File: config.mk
export PLATFORM = sky130hd
export DESIGN_NAME = load_current_readout_and_ilim_mask
export DESIGN_NICKNAME = d
export VERILOG_FILES = /design/src/rtl/load_average.v /design/src/rtl/load_current_readout_and_ilim_mask.v
export VERILOG_INCLUDE_DIRS = /design/src /design/src/rtl
export SDC_FILE = /design/constraint.sdc
export NUM_CORES = 1
export LEC_CHECK = 0
export BUFFER_PORTS_ARGS = -buffer_cell sky130_fd_sc_hd__buf_4
export CAP_MARGIN = 40
export CORE_ASPECT_RATIO = 0.75
export CORE_MARGIN = 2
export CORE_UTILIZATION = 53
export CTS_CLUSTER_SIZE = 25
export DETAILED_ROUTE_END_ITERATION = 16
export PLACE_DENSITY = 0.78
export SYNTH_ARGS = -nofsm -noshare
export SYNTH_HDL_FRONTEND = slang
export SYNTH_SLANG_ARGS = --single-unit
File: constraint.sdc
create_clock -name clk -period 7.2 [get_ports clk]
set_input_delay 0 -clock clk [delete_from_list [all_inputs] [get_ports clk]]
set_output_delay 0 -clock clk [all_outputs]
set_load 0.005 [all_outputs]
File: src/rtl/load_current_consts.vh
// What this block does
// - Core-3 limit mask at bit 4, resets 1
// - Core-2 limit mask at bit 0, resets 1
// - Mask gates interrupt only, status stays live
// - Select field bits 1:0 picks core, reset 00
// - Each select write starts a new measurement
// - Master selected: report master plus slaves sum
// - Slave selected: report only its own current
// - High result holds bits 9:8, rest zero
// - Low result holds bits 7:0, read only
// - Measurement done raises maskable ready event
`ifndef LOAD_CURRENT_CONSTS_VH
`define LOAD_CURRENT_CONSTS_VH

// ----------------------------------------------------------------
// Register offsets
// ----------------------------------------------------------------
`define OFS_ILIM_MASK      8'h20
`define OFS_MEAS_SELECT    8'h21
`define OFS_RESULT_HIGH    8'h22
`define OFS_RESULT_LOW     8'h23

// ----------------------------------------------------------------
// Field positions and reset values
// ----------------------------------------------------------------
`define CORE3_MASK_BIT     4
`define CORE2_MASK_BIT     0
`define CORE3_MASK_RST     1'h1
`define CORE2_MASK_RST     1'h1
`define SELECT_RST         2'h0
`define RESULT_RST         10'h000

// ----------------------------------------------------------------
// Measurement sizing and timing
// ----------------------------------------------------------------
`define RESULT_W           10
`define SAMPLE_W           10
`define SUM_W              12
`define RESULT_FULL        10'h3ff
`define AVG_SHIFT_DEFAULT  4

`endif

File: src/rtl/load_average.v
`default_nettype none
`include "load_current_consts.vh"

module load_average #(
	parameter AVG_SHIFT = `AVG_SHIFT_DEFAULT
) (
	// Clock, reset, enable
	input  wire                    clk,
	input  wire                    rst,
	input  wire                    ce,
	// Control
	input  wire                    start,
	// Sample stream
	input  wire                    sample_valid,
	input  wire [`SUM_W-1:0]       sample,
	// Result
	output reg  [`RESULT_W-1:0]    result_ff,
	output reg                     done_ff,
	output reg                     busy_ff
);

	localparam ACC_W = `SUM_W + AVG_SHIFT;

	reg  [ACC_W-1:0]      acc_ff;
	reg  [AVG_SHIFT:0]    cnt_ff;
	wire [ACC_W-1:0]      acc_sum;
	wire [`SUM_W-1:0]     mean;

	assign acc_sum = acc_ff + {{AVG_SHIFT{1'b0}}, sample};
	assign mean    = acc_sum[ACC_W-1:AVG_SHIFT];

	// ------------------------------------------------------------
	// Accumulate 2**AVG_SHIFT samples, then saturate to 10 bits
	// ------------------------------------------------------------
	// A start restarts the window even mid-run, old result held
	always @(posedge clk or posedge rst) begin
		if (rst) begin
			acc_ff    <= {ACC_W{1'b0}};
			cnt_ff    <= {(AVG_SHIFT+1){1'b0}};
			result_ff <= `RESULT_RST;
			done_ff   <= 1'b0;
			busy_ff   <= 1'b0;
		end else if (ce) begin
			done_ff <= 1'b0;
			if (start) begin
				acc_ff  <= {ACC_W{1'b0}};
				cnt_ff  <= {(AVG_SHIFT+1){1'b0}};
				busy_ff <= 1'b1;
			end else if (busy_ff && sample_valid) begin
				if (cnt_ff == (1 << AVG_SHIFT) - 1) begin
					busy_ff <= 1'b0;
					done_ff <= 1'b1;
					// Clip: a summed phase group can pass 20 A
					if (mean > {2'h0, `RESULT_FULL})
						result_ff <= `RESULT_FULL;
					else
						result_ff <= mean[`RESULT_W-1:0];
				end else begin
					acc_ff <= acc_sum;
					cnt_ff <= cnt_ff + 1'b1;
				end
			end
		end
	end

endmodule

`default_nettype wire

File: src/rtl/load_current_readout_and_ilim_mask.v
`default_nettype none
`include "load_current_consts.vh"

module load_current_readout_and_ilim_mask #(
	parameter AVG_SHIFT = `AVG_SHIFT_DEFAULT
) (
	// Clock, reset, enable
	input  wire                      clk,
	input  wire                      rst,
	input  wire                      ce,
	// Register access from the serial control interface
	input  wire [7:0]                reg_addr,
	input  wire                      reg_wr,
	input  wire [7:0]                reg_wdata,
	input  wire                      reg_rd,
	output reg  [7:0]                reg_rdata_ff,
	// Raw current-limit detections, asynchronous
	input  wire                      core2_limit_in,
	input  wire                      core3_limit_in,
	// Phase configuration and per-core samples
	input  wire [3:0]                core_is_master,
	input  wire [7:0]                core_master_map,
	input  wire                      sample_valid,
	input  wire [4*`SAMPLE_W-1:0]    core_samples,
	// Ready mask held in the top-level mask register
	input  wire                      load_ready_mask,
	// Status and interrupt events
	output reg                       core2_limit_raw_status_ff,
	output reg                       core3_limit_raw_status_ff,
	output reg                       core2_limit_irq_ff,
	output reg                       core3_limit_irq_ff,
	output reg                       load_ready_irq_ff,
	output reg                       measure_busy_ff
);

	// ------------------------------------------------------------
	// Phase sum selection
	// ------------------------------------------------------------
	// Master: its own sample plus every core mapped to it.
	// Slave: own sample only.
	function [`SUM_W-1:0] phase_sum;
		input [1:0]              sel;
		input [3:0]              masters;
		input [7:0]              map;
		input [4*`SAMPLE_W-1:0]  smp;
		integer                  i;
		reg   [`SUM_W-1:0]       acc;
		begin
			acc = {2'h0, smp[sel*`SAMPLE_W +: `SAMPLE_W]};
			if (masters[sel]) begin
				for (i = 0; i < 4; i = i + 1) begin
					if (i != sel && map[2*i +: 2] == sel)
						acc = acc + {2'h0,
							smp[i*`SAMPLE_W +: `SAMPLE_W]};
				end
			end
			phase_sum = acc;
		end
	endfunction

	// ------------------------------------------------------------
	// Address decode
	// ------------------------------------------------------------
	// Shared by the write strobes and the read mux, so both sides
	// of the bus agree on which offset is which register
	function addr_hit;
		input [7:0]              addr;
		input [7:0]              ofs;
		begin
			addr_hit = (addr == ofs);
		end
	endfunction

	// ------------------------------------------------------------
	// Registers
	// ------------------------------------------------------------
	// Programmable storage; reserved bits have no flops
	reg                    core3_mask_ff;
	reg                    core2_mask_ff;
	reg  [1:0]             select_ff;
	reg                    start_ff;
	// Completed measurement as the host sees it
	reg  [`RESULT_W-1:0]   result_ff;
	// Limit line synchroniser stages
	reg  [1:0]             sync1_ff;
	reg  [1:0]             sync2_ff;
	// Averager hookup
	wire [`SUM_W-1:0]      sel_sample;
	wire [`RESULT_W-1:0]   avg_result;
	wire                   avg_done;
	wire                   avg_busy;
	// Bus decode
	wire                   wr_mask;
	wire                   wr_select;
	reg  [7:0]             nxt_rdata;

	// Write strobes; the result offsets get none, so read-only
	assign wr_mask   = reg_wr && addr_hit(reg_addr, `OFS_ILIM_MASK);
	assign wr_select = reg_wr && addr_hit(reg_addr, `OFS_MEAS_SELECT);

	// Mask and select storage; reserved bits are not stored
	// A select write also arms start, one pulse per write
	always @(posedge clk or posedge rst) begin
		if (rst) begin
			core3_mask_ff <= `CORE3_MASK_RST;
			core2_mask_ff <= `CORE2_MASK_RST;
			select_ff     <= `SELECT_RST;
			start_ff      <= 1'b0;
		end else if (ce) begin
			start_ff <= wr_select;
			if (wr_mask) begin
				core3_mask_ff <= reg_wdata[`CORE3_MASK_BIT];
				core2_mask_ff <= reg_wdata[`CORE2_MASK_BIT];
			end
			if (wr_select)
				select_ff <= reg_wdata[1:0];
		end
	end

	// ------------------------------------------------------------
	// Measurement
	// ------------------------------------------------------------
	// Config and samples share clk, so they need no synchroniser
	// Sum computed on the live select so the new core is used
	assign sel_sample = phase_sum(select_ff, core_is_master,
		core_master_map, core_samples);

	load_average #(
		.AVG_SHIFT    (AVG_SHIFT)
	) u_avg (
		.clk          (clk),
		.rst          (rst),
		.ce           (ce),
		.start        (start_ff),
		.sample_valid (sample_valid),
		.sample       (sel_sample),
		.result_ff    (avg_result),
		.done_ff      (avg_done),
		.busy_ff      (avg_busy)
	);

	// Result capture and ready event
	// Busy also covers the start cycle, so the host sees no gap
	always @(posedge clk or posedge rst) begin
		if (rst) begin
			result_ff         <= `RESULT_RST;
			load_ready_irq_ff <= 1'b0;
			measure_busy_ff   <= 1'b0;
		end else if (ce) begin
			measure_busy_ff   <= avg_busy | start_ff;
			load_ready_irq_ff <= avg_done & ~load_ready_mask;
			if (avg_done)
				result_ff <= avg_result;
		end
	end

	// ------------------------------------------------------------
	// Current-limit inputs
	// ------------------------------------------------------------
	// Two-stage synchroniser; stage one feeds stage two only
	// Limit pulses shorter than a clock may be missed
	always @(posedge clk or posedge rst) begin
		if (rst) begin
			sync1_ff <= 2'h0;
			sync2_ff <= 2'h0;
		end else if (ce) begin
			sync1_ff <= {core3_limit_in, core2_limit_in};
			sync2_ff <= sync1_ff;
		end
	end

	// Status follows the line whatever the mask says
	always @(posedge clk or posedge rst) begin
		if (rst) begin
			core2_limit_raw_status_ff <= 1'b0;
			core3_limit_raw_status_ff <= 1'b0;
			core2_limit_irq_ff        <= 1'b0;
			core3_limit_irq_ff        <= 1'b0;
		end else if (ce) begin
			core2_limit_raw_status_ff <= sync2_ff[0];
			core3_limit_raw_status_ff <= sync2_ff[1];
			// Event on a new detection only, gated by the mask
			// Unmasking during a held limit waits for the next rise
			core2_limit_irq_ff <= sync2_ff[0] &
				~core2_limit_raw_status_ff & ~core2_mask_ff;
			core3_limit_irq_ff <= sync2_ff[1] &
				~core3_limit_raw_status_ff & ~core3_mask_ff;
		end
	end

	// ------------------------------------------------------------
	// Read path
	// ------------------------------------------------------------
	// Unmapped and reserved bits read as zero
	always @* begin
		nxt_rdata = 8'h00;
		if (addr_hit(reg_addr, `OFS_ILIM_MASK)) begin
			// Only the two mask flops exist here
			nxt_rdata[`CORE3_MASK_BIT] = core3_mask_ff;
			nxt_rdata[`CORE2_MASK_BIT] = core2_mask_ff;
		end else if (addr_hit(reg_addr, `OFS_MEAS_SELECT)) begin
			// Core of the latest measurement request
			nxt_rdata[1:0] = select_ff;
		end else if (addr_hit(reg_addr, `OFS_RESULT_HIGH)) begin
			// Top two result bits, upper six stay zero
			nxt_rdata[1:0] = result_ff[9:8];
		end else if (addr_hit(reg_addr, `OFS_RESULT_LOW)) begin
			// Low byte of the same stored result
			nxt_rdata = result_ff[7:0];
		end
	end

	// ------------------------------------------------------------
	// Read data register
	// ------------------------------------------------------------
	// Read data held until the next read; a read while ce is
	// low is lost and the host has to repeat it
	always @(posedge clk or posedge rst) begin
		if (rst)
			reg_rdata_ff <= 8'h00;
		else if (ce && reg_rd)
			reg_rdata_ff <= nxt_rdata;
	end

endmodule

`default_nettype wire

# [Yosys cells after proc, flatten, opt, wreduce, memory -nomap -nowiden]
# Cells that the tools add are included.
[word_totals] ff_bits=66 latchBits=0 ramBits=0 mem_bits_ro=0 out_inout_bits=14 wordCells=103 memories=0
[classes] add_sub_neg=6 n_mul=1 div=0 order_cmp=2 eq_ne=13 shifts=1 n_mux=32 n_bitwise=12 n_reduce_logical=17
[ops] cell="$mux 12" count=7
[ops] cell="$mux 16" count=3
[ops] cell="$shiftx 40x7->10" count=1
[ops] cell="$add 12x10->12" count=3
[ops] cell="$eq 8x6->1 const B" count=4
[ops] cell="$add 16x12->16" count=1
[ops] cell="$mux 5" count=3
[ops] cell="$gt 12x10->1 const B" count=1
[ops] cell="$mux 6" count=2
[ops] cell="$add 10x10->11" count=1
[ops] cell="$mux 11" count=1
[ops] cell="$mux 10" count=1
[ops] cell="$mux 1" count=9
[ops] cell="$eq 2x2->1" count=4
[ops] cell="$logic_and 1x1->1" count=8
[ops] cell="$mux 8" count=1
[ops] cell="$mux 3" count=2
[ops] cell="$not 1->1" count=6
[ops] cell="$reduce_and 2->1" count=3
[ops] cell="$reduce_and 3->1" count=2
[ops] cell="$reduce_bool 2->1" count=3
[ops] cell="$add 5x1->5 const B" count=1
[ops] cell="$and 1x1->1" count=5
[ops] cell="$eq 5x4->1 const B" count=1
[ops] cell="9 further kinds" count=11

# [Longest topological paths before layout]
[depth] word_depth=18 depth_mapped=41 ltp_nobuf=39

# [Modules after synthesis]
# From an unflattened synthesis, not the netlist that was laid out.
[hier_totals] hier_cells=688 area_unflattened_um2=6267.3
[by_module_without_submodules] mod="load_current_readout_and_ilim_mask" instances=1 cells_per_inst=465 area_each_um2=4165.2
[by_module_without_submodules] mod="load_average" instances=1 cells_per_inst=223 area_each_um2=2102.0

# [Least setup slack after synthesis]
# Ideal clock, no wire load.
[synth_timing] path_kind="reg2reg" from="register select_ff[0]" to="register u_avg.result_ff[0]" setup_ns=0.120 arrival_ns=7.695 required_time_ns=7.080 setup_slack_ns=-0.615 path_stages_with_launch=38 path_cell_list="dfrtp_1 > buf_2 > mux4_2 > ha_1 > fa_1 > a21o_1 > a21oi_1 > xnor2_1 > mux2_2 > ha_1 > and2_1 > o21ai_0 > nand2_1 > nor2_1 > xnor2_1 > mux2i_1 > inv_1 > ha_1 > [2 not listed] > xor2_1 > nand2_1 > nand2_1 > ha_1 > and2_1 > o21ai_0 > o31ai_2 > o21ai_0 > xor2_1 > or3_1 > o211ai_1 > ha_1 > nand3_1 > a21oi_1 > a2111oi_2 > nor3b_2 > nor3_4 > o22a_2"
[synth_between] elab_chain_len=17 word_cells_on_any_way=31 classes_between="add/sub (5); mul (1); order compare (1); eq/ne (7); shift (1); mux (11); reduce/logical (5)"
[synth_lines] element="start, declared" line_no="load_current_readout_and_ilim_mask.v:80" rtl="reg [1:0] select_ff;"
[synth_lines] element="start signal, assigned" line_no="load_current_readout_and_ilim_mask.v:107" rtl="select_ff <= `SELECT_RST;"
[synth_lines] element="start signal, assigned" line_no="load_current_readout_and_ilim_mask.v:116" rtl="select_ff <= reg_wdata[1:0];"
[synth_lines] element="$mul 2x3->5 (no source line)"
[synth_lines] element="$shiftx 40x7->10" line_no="load_current_readout_and_ilim_mask.v:49" rtl="acc = {2'h0, smp[sel*`SAMPLE_W +: `SAMPLE_W]};"
[synth_lines] element="$add 10x10->11" line_no="load_current_readout_and_ilim_mask.v:53" rtl="acc = acc + {2'h0,"
[synth_lines] element="$mux 11" line_no="load_current_readout_and_ilim_mask.v:52" rtl="if (i != sel && map[2*i +: 2] == sel)"
[synth_lines] element="$mux 12" line_no="load_current_readout_and_ilim_mask.v:50" rtl="if (masters[sel]) begin"
[synth_lines] element="$add 12x10->12" line_no="load_current_readout_and_ilim_mask.v:53"
[synth_lines] element="$mux 12" line_no="load_current_readout_and_ilim_mask.v:52"
[synth_lines] element="$mux 12" line_no="load_current_readout_and_ilim_mask.v:50"
[synth_lines] element="$add 12x10->12" line_no="load_current_readout_and_ilim_mask.v:53"
[synth_lines] element="$mux 12" line_no="load_current_readout_and_ilim_mask.v:52"
[synth_lines] element="$mux 12" line_no="load_current_readout_and_ilim_mask.v:50"
[synth_lines] element="$add 12x10->12" line_no="load_current_readout_and_ilim_mask.v:53"
[synth_lines] element="$mux 12" line_no="load_current_readout_and_ilim_mask.v:52"
[synth_lines] element="$mux 12 (*)" line_no="load_current_readout_and_ilim_mask.v:50"
[synth_lines] element="$add 16x12->16 (*)" line_no="load_average.v:29" rtl="assign acc_sum = acc_ff + {{AVG_SHIFT{1'b0}}, sample};"
[synth_lines] element="$gt 12x10->1" line_no="load_average.v:54" rtl="if (mean > {2'h0, `RESULT_FULL})"
[synth_lines] element="$mux 10 (*)" line_no="load_average.v:54"
[synth_lines] element="end signal, assigned" line_no="load_average.v:40" rtl="result_ff <= `RESULT_RST;"
[synth_lines] element="end signal, assigned" line_no="load_average.v:55" rtl="result_ff <= `RESULT_FULL;"
[synth_lines] element="end signal, assigned" line_no="load_average.v:57" rtl="result_ff <= mean[`RESULT_W-1:0];"
[synth_lines] element="end, declared" line_no="load_average.v:17" rtl="output reg [`RESULT_W-1:0] result_ff,"
# Mark *: on every way between the ends. The rest lies on a longest branch, timed or not. The select of a mux whose other input is x is not followed.
# A chain may end at the register's enable or synchronous reset.

# [Worst setup path in the final report]
[layout_timing] from="register select_ff[0]" to="register u_avg.result_ff[9]"
# The elaborated chain is that of the path after synthesis.

==> flow_summary.toml <==
[power]
clkPwrFrac = 0.209
p_comb_frac = 0.559
ir_drop_uv = 145
leakagePower_nw = 4.24
power.total_w = 0.00217
p_sw_frac = 0.378
power_density_nw_per_um2 = 233
intPower_w = 0.00135
p_sw_w = 0.000819
seq_power_share = 0.232

[worst_setup_path]
path_max_fanout = 7
endpoint_kind = "register"
arrival_ns = 8.23
cp_slowest_cell = "mux4_2"
crit_type = "register to register"
critPathRequiredTime_ns = 7.48
startpoint_type = "register"
cpPeakStageDelay_ns = 0.56
cpMostUsedCell = "buf_4"

[die]
die_area_um2 = 12200
coreArea_um2 = 11000
die_h_um = 96.3
ios = 91
num_rows = 33
die_x_um = 127
start_util = 0.548

[yosys]
yosys.area.top_type_share = 0.266
synth.area.top_cells = "dfrtp_1 27%, ha_1 12%, mux2_2 6.7%"
synth_async_sr_flop_share = 1.00
yosysWarnings = 0
ys_types = 69
seq_area_frac_synth = 0.275
synth_edf_count = 0
syn-num-nets = 783
yosysTopAreaCell = "dfrtp_1"
avgSynthCellArea_um2 = 9.35
synth_flop_cell = "dfrtp_1"
ys_seq_elements = 66
netlist_area_um2 = 6020
postSynthCellCount = 644

[outcome]
violations = "negative setup slack"
outcome = "finished with violations"

[sta]
worst_pin_slew_ns = 0.987
tns_ns = -10.32
hold_viol = 0
fin_crit_sh = 1.10
rsz0062_at_grt = "yes"
maxSlewViolCount = 0
finalSetupViolations = 16
fin_crit_ns = 7.96
slew_headroom = 0.338
skew_ns = 0.0104
max_freq_mhz = 126
fin_ws_ns = -0.755

[clocking]
clock_path_buffers = 2
cts_tree = "yes"
clk_latency_ns = 0.34
cts-root-buf = "clkbuf_16"
cts_made_buffers = 9
path_clk_slew_ns = 0.06
cts-htree-levels = 3
cts_sinks = 66

[final_layout]
layout-drive-gt1-share = 0.496
layout.nets = 1040
antenna_cells = 0
fin_cells = 1046
areaGrowthSynthToFinish_pct = 54.6

[grt]
grt_antenna_before_repair = 0
grt_first_pass_wirelength_um = 30700
grt_pass1_vias = 6141
grt_max_degree = 67
grt_overflow = 0
grtUsageTotal = 0.322

[route]
first_iter_violations = 860
dr_total_vias = 6785
wl_per_cell_um = 22.7
drc = 0
ant_nets = 0
finalWirelength_um = 23700
drt_first_pass_iters = 8
viasPerCell = 6.49

[placed_design]
globalplace.congestion = 0.886
port_buffers = 85
place_inst = 970
hpwl_um = 13900

[flow_run]
drv_cap = 0

[hold_path]
hp-class = "primary input to register"
==> layer usage <==
metal | up-vias | global-route usage | part of all wire
met5 | - | 0 | 0
met4 | 0 | 0.0879 | 0.050
met3 | 148 | 0.0728 | 0.085
met2 | 466 | 0.547 | 0.47
met1 | 3263 | 0.420 | 0.39
li1 | 2908 | - | -
==> path summary, 6_finish.rpt <==
| path | startpoint | endpoint | slack, ns | cells after the start |
|---|---|---|---|---|
| min reg2reg | u_avg.acc_ff[0] | u_avg.acc_ff[0] | 0.48 | 2 |
| max | select_ff[0] | u_avg.result_ff[9] | -0.76 | 40 |
| max in group asynchronous | rst | select_ff[0] | 6.17 | 4 |
| min in group asynchronous | rst | u_avg.acc_ff[2] | 0.47 | 4 |
| max reg2reg | select_ff[0] | u_avg.result_ff[9] | -0.76 | 40 |
| min | reg_addr[3] | reg_rdata_ff[0] | 0.02 | 4 |
==> cell type report <==
class / count / area [um2]
Clock inverter: 4 / 50.0
Inverter: 28 / 105
Tap cell: 140 / 175
Sequential cell: 66 / 1660
Timing Repair Buffer: 266 / 2070
Multi-Input combinational cell: 530 / 5000
Fill cell: 546 / 1670
Clock buffer: 12 / 256
==> through the flow <==
step / hold WS [ns] / utilization / instance area, um2 / setup WS, ns
final: 0.0207 / 0.848 / 9310 / -0.755
after global routing: 0.0237 / 0.848 / 9310 / -1.08
after CTS: 0.0000785 / 0.805 / 8840 / -0.269
after detailed placement: 0.185 / 0.718 / 7880 / -0.524
after global placement: 0.187 / 0.717 / 7880 / -0.348
after floorplan: 0.0964 / - / 6250 / -0.0477
==> timing repair <==
action / CTS / global route
buffers inserted: 38 / 19
hold buffers: 7 / 0
endpoints found under the hold margin: 71 / 0
setup endpoints to repair: 15 / 18
gates resized for setup: 65 / 58
pin swaps: 42 / 35
==> power by group through the flow <==
stage	clock network, W	logic (W)	registers, W
after floorplan	0	0.000595	0.000486
after global placement	0	0.000872	0.000496
after detailed placement	0	0.000917	0.000499
after CTS	0.000448	0.00102	0.000497
after global routing	0.000469	0.00127	0.000509
final	0.000452	0.00121	0.000502
==> critical path: cells and delay by family (launching register included) <==
family / cells / cell delay (ns)
AO/OA/AOI/OAI: 13 / 2.10
adder cells (fa/ha/maj): 6 / 1.73
AND/OR/NAND/NOR: 11 / 1.53
multiplexers: 2 / 0.85
buffers and inverters: 5 / 0.77
XOR/XNOR: 3 / 0.49
flip-flops: 1 / 0.41
==> logic make-up after synthesis <==
family	count (synthesis)	synth area share
xor gates and xnor gates	46	0.0692
buffers and inverters	48	0.0326
muxes	59	0.128
and+or+nand+nor	190	0.157
adders and majority gates	62	0.135
DFF	66	0.275
AOI/OAI and AO/OA	173	0.203
==> synth_stat cells (all sizes together) (14+ instances only) <==
master  count
a22o       14
nor2       52
xnor2      31
o21a       14
inv        27
mux2       36
nor3       16
dfrtp      64
xor2       14
nand2      53
nand3      15
ha         57
a21oi      36
o21ai      36
==> cells in the final DEF (no fill, tap or decap), types with 7 or more instances in the layout <==
cell / synthesis / final
and2_1: 10 / 9
o21ai_1: 3 / 9
ha_1: 57 / 27
o211ai_1: 7 / 7
mux2i_1: 12 / 9
a21oi_1: 36 / 20
nor2_1: 52 / 43
xnor2_1: 31 / 29
buf_4: 1 / 248
o21ai_0: 33 / 18
nand3_1: 15 / 9
mux2_4: 0 / 7
buf_6: 1 / 8
mux4_2: 11 / 11
o22a_2: 9 / 9
nor2_2: 0 / 7
o21a_1: 14 / 14
dfrtp_1: 64 / 63
o21ai_2: 0 / 8
nand2_1: 53 / 51
inv_1: 27 / 24
a21o_1: 12 / 12
a21oi_2: 0 / 15
nand4_1: 9 / 9
a22o_1: 14 / 14
dlygate4sd3_1: 0 / 7
nor3_1: 14 / 10
xor2_1: 14 / 13
mux2_2: 36 / 29
ha_4: 0 / 27
clkbuf_16: 0 / 9
==> flip-flops by register name, indices dropped and copies added (netlist names), 2 cells and up <==
signal           flops
u_avg.acc_ff        16
result_ff           10
u_avg.result_ff     10
reg_rdata_ff         8
u_avg.cnt_ff         5
select_ff            2
sync1_ff             2
sync2_ff             2
Power figures use the tool's default switching activity.
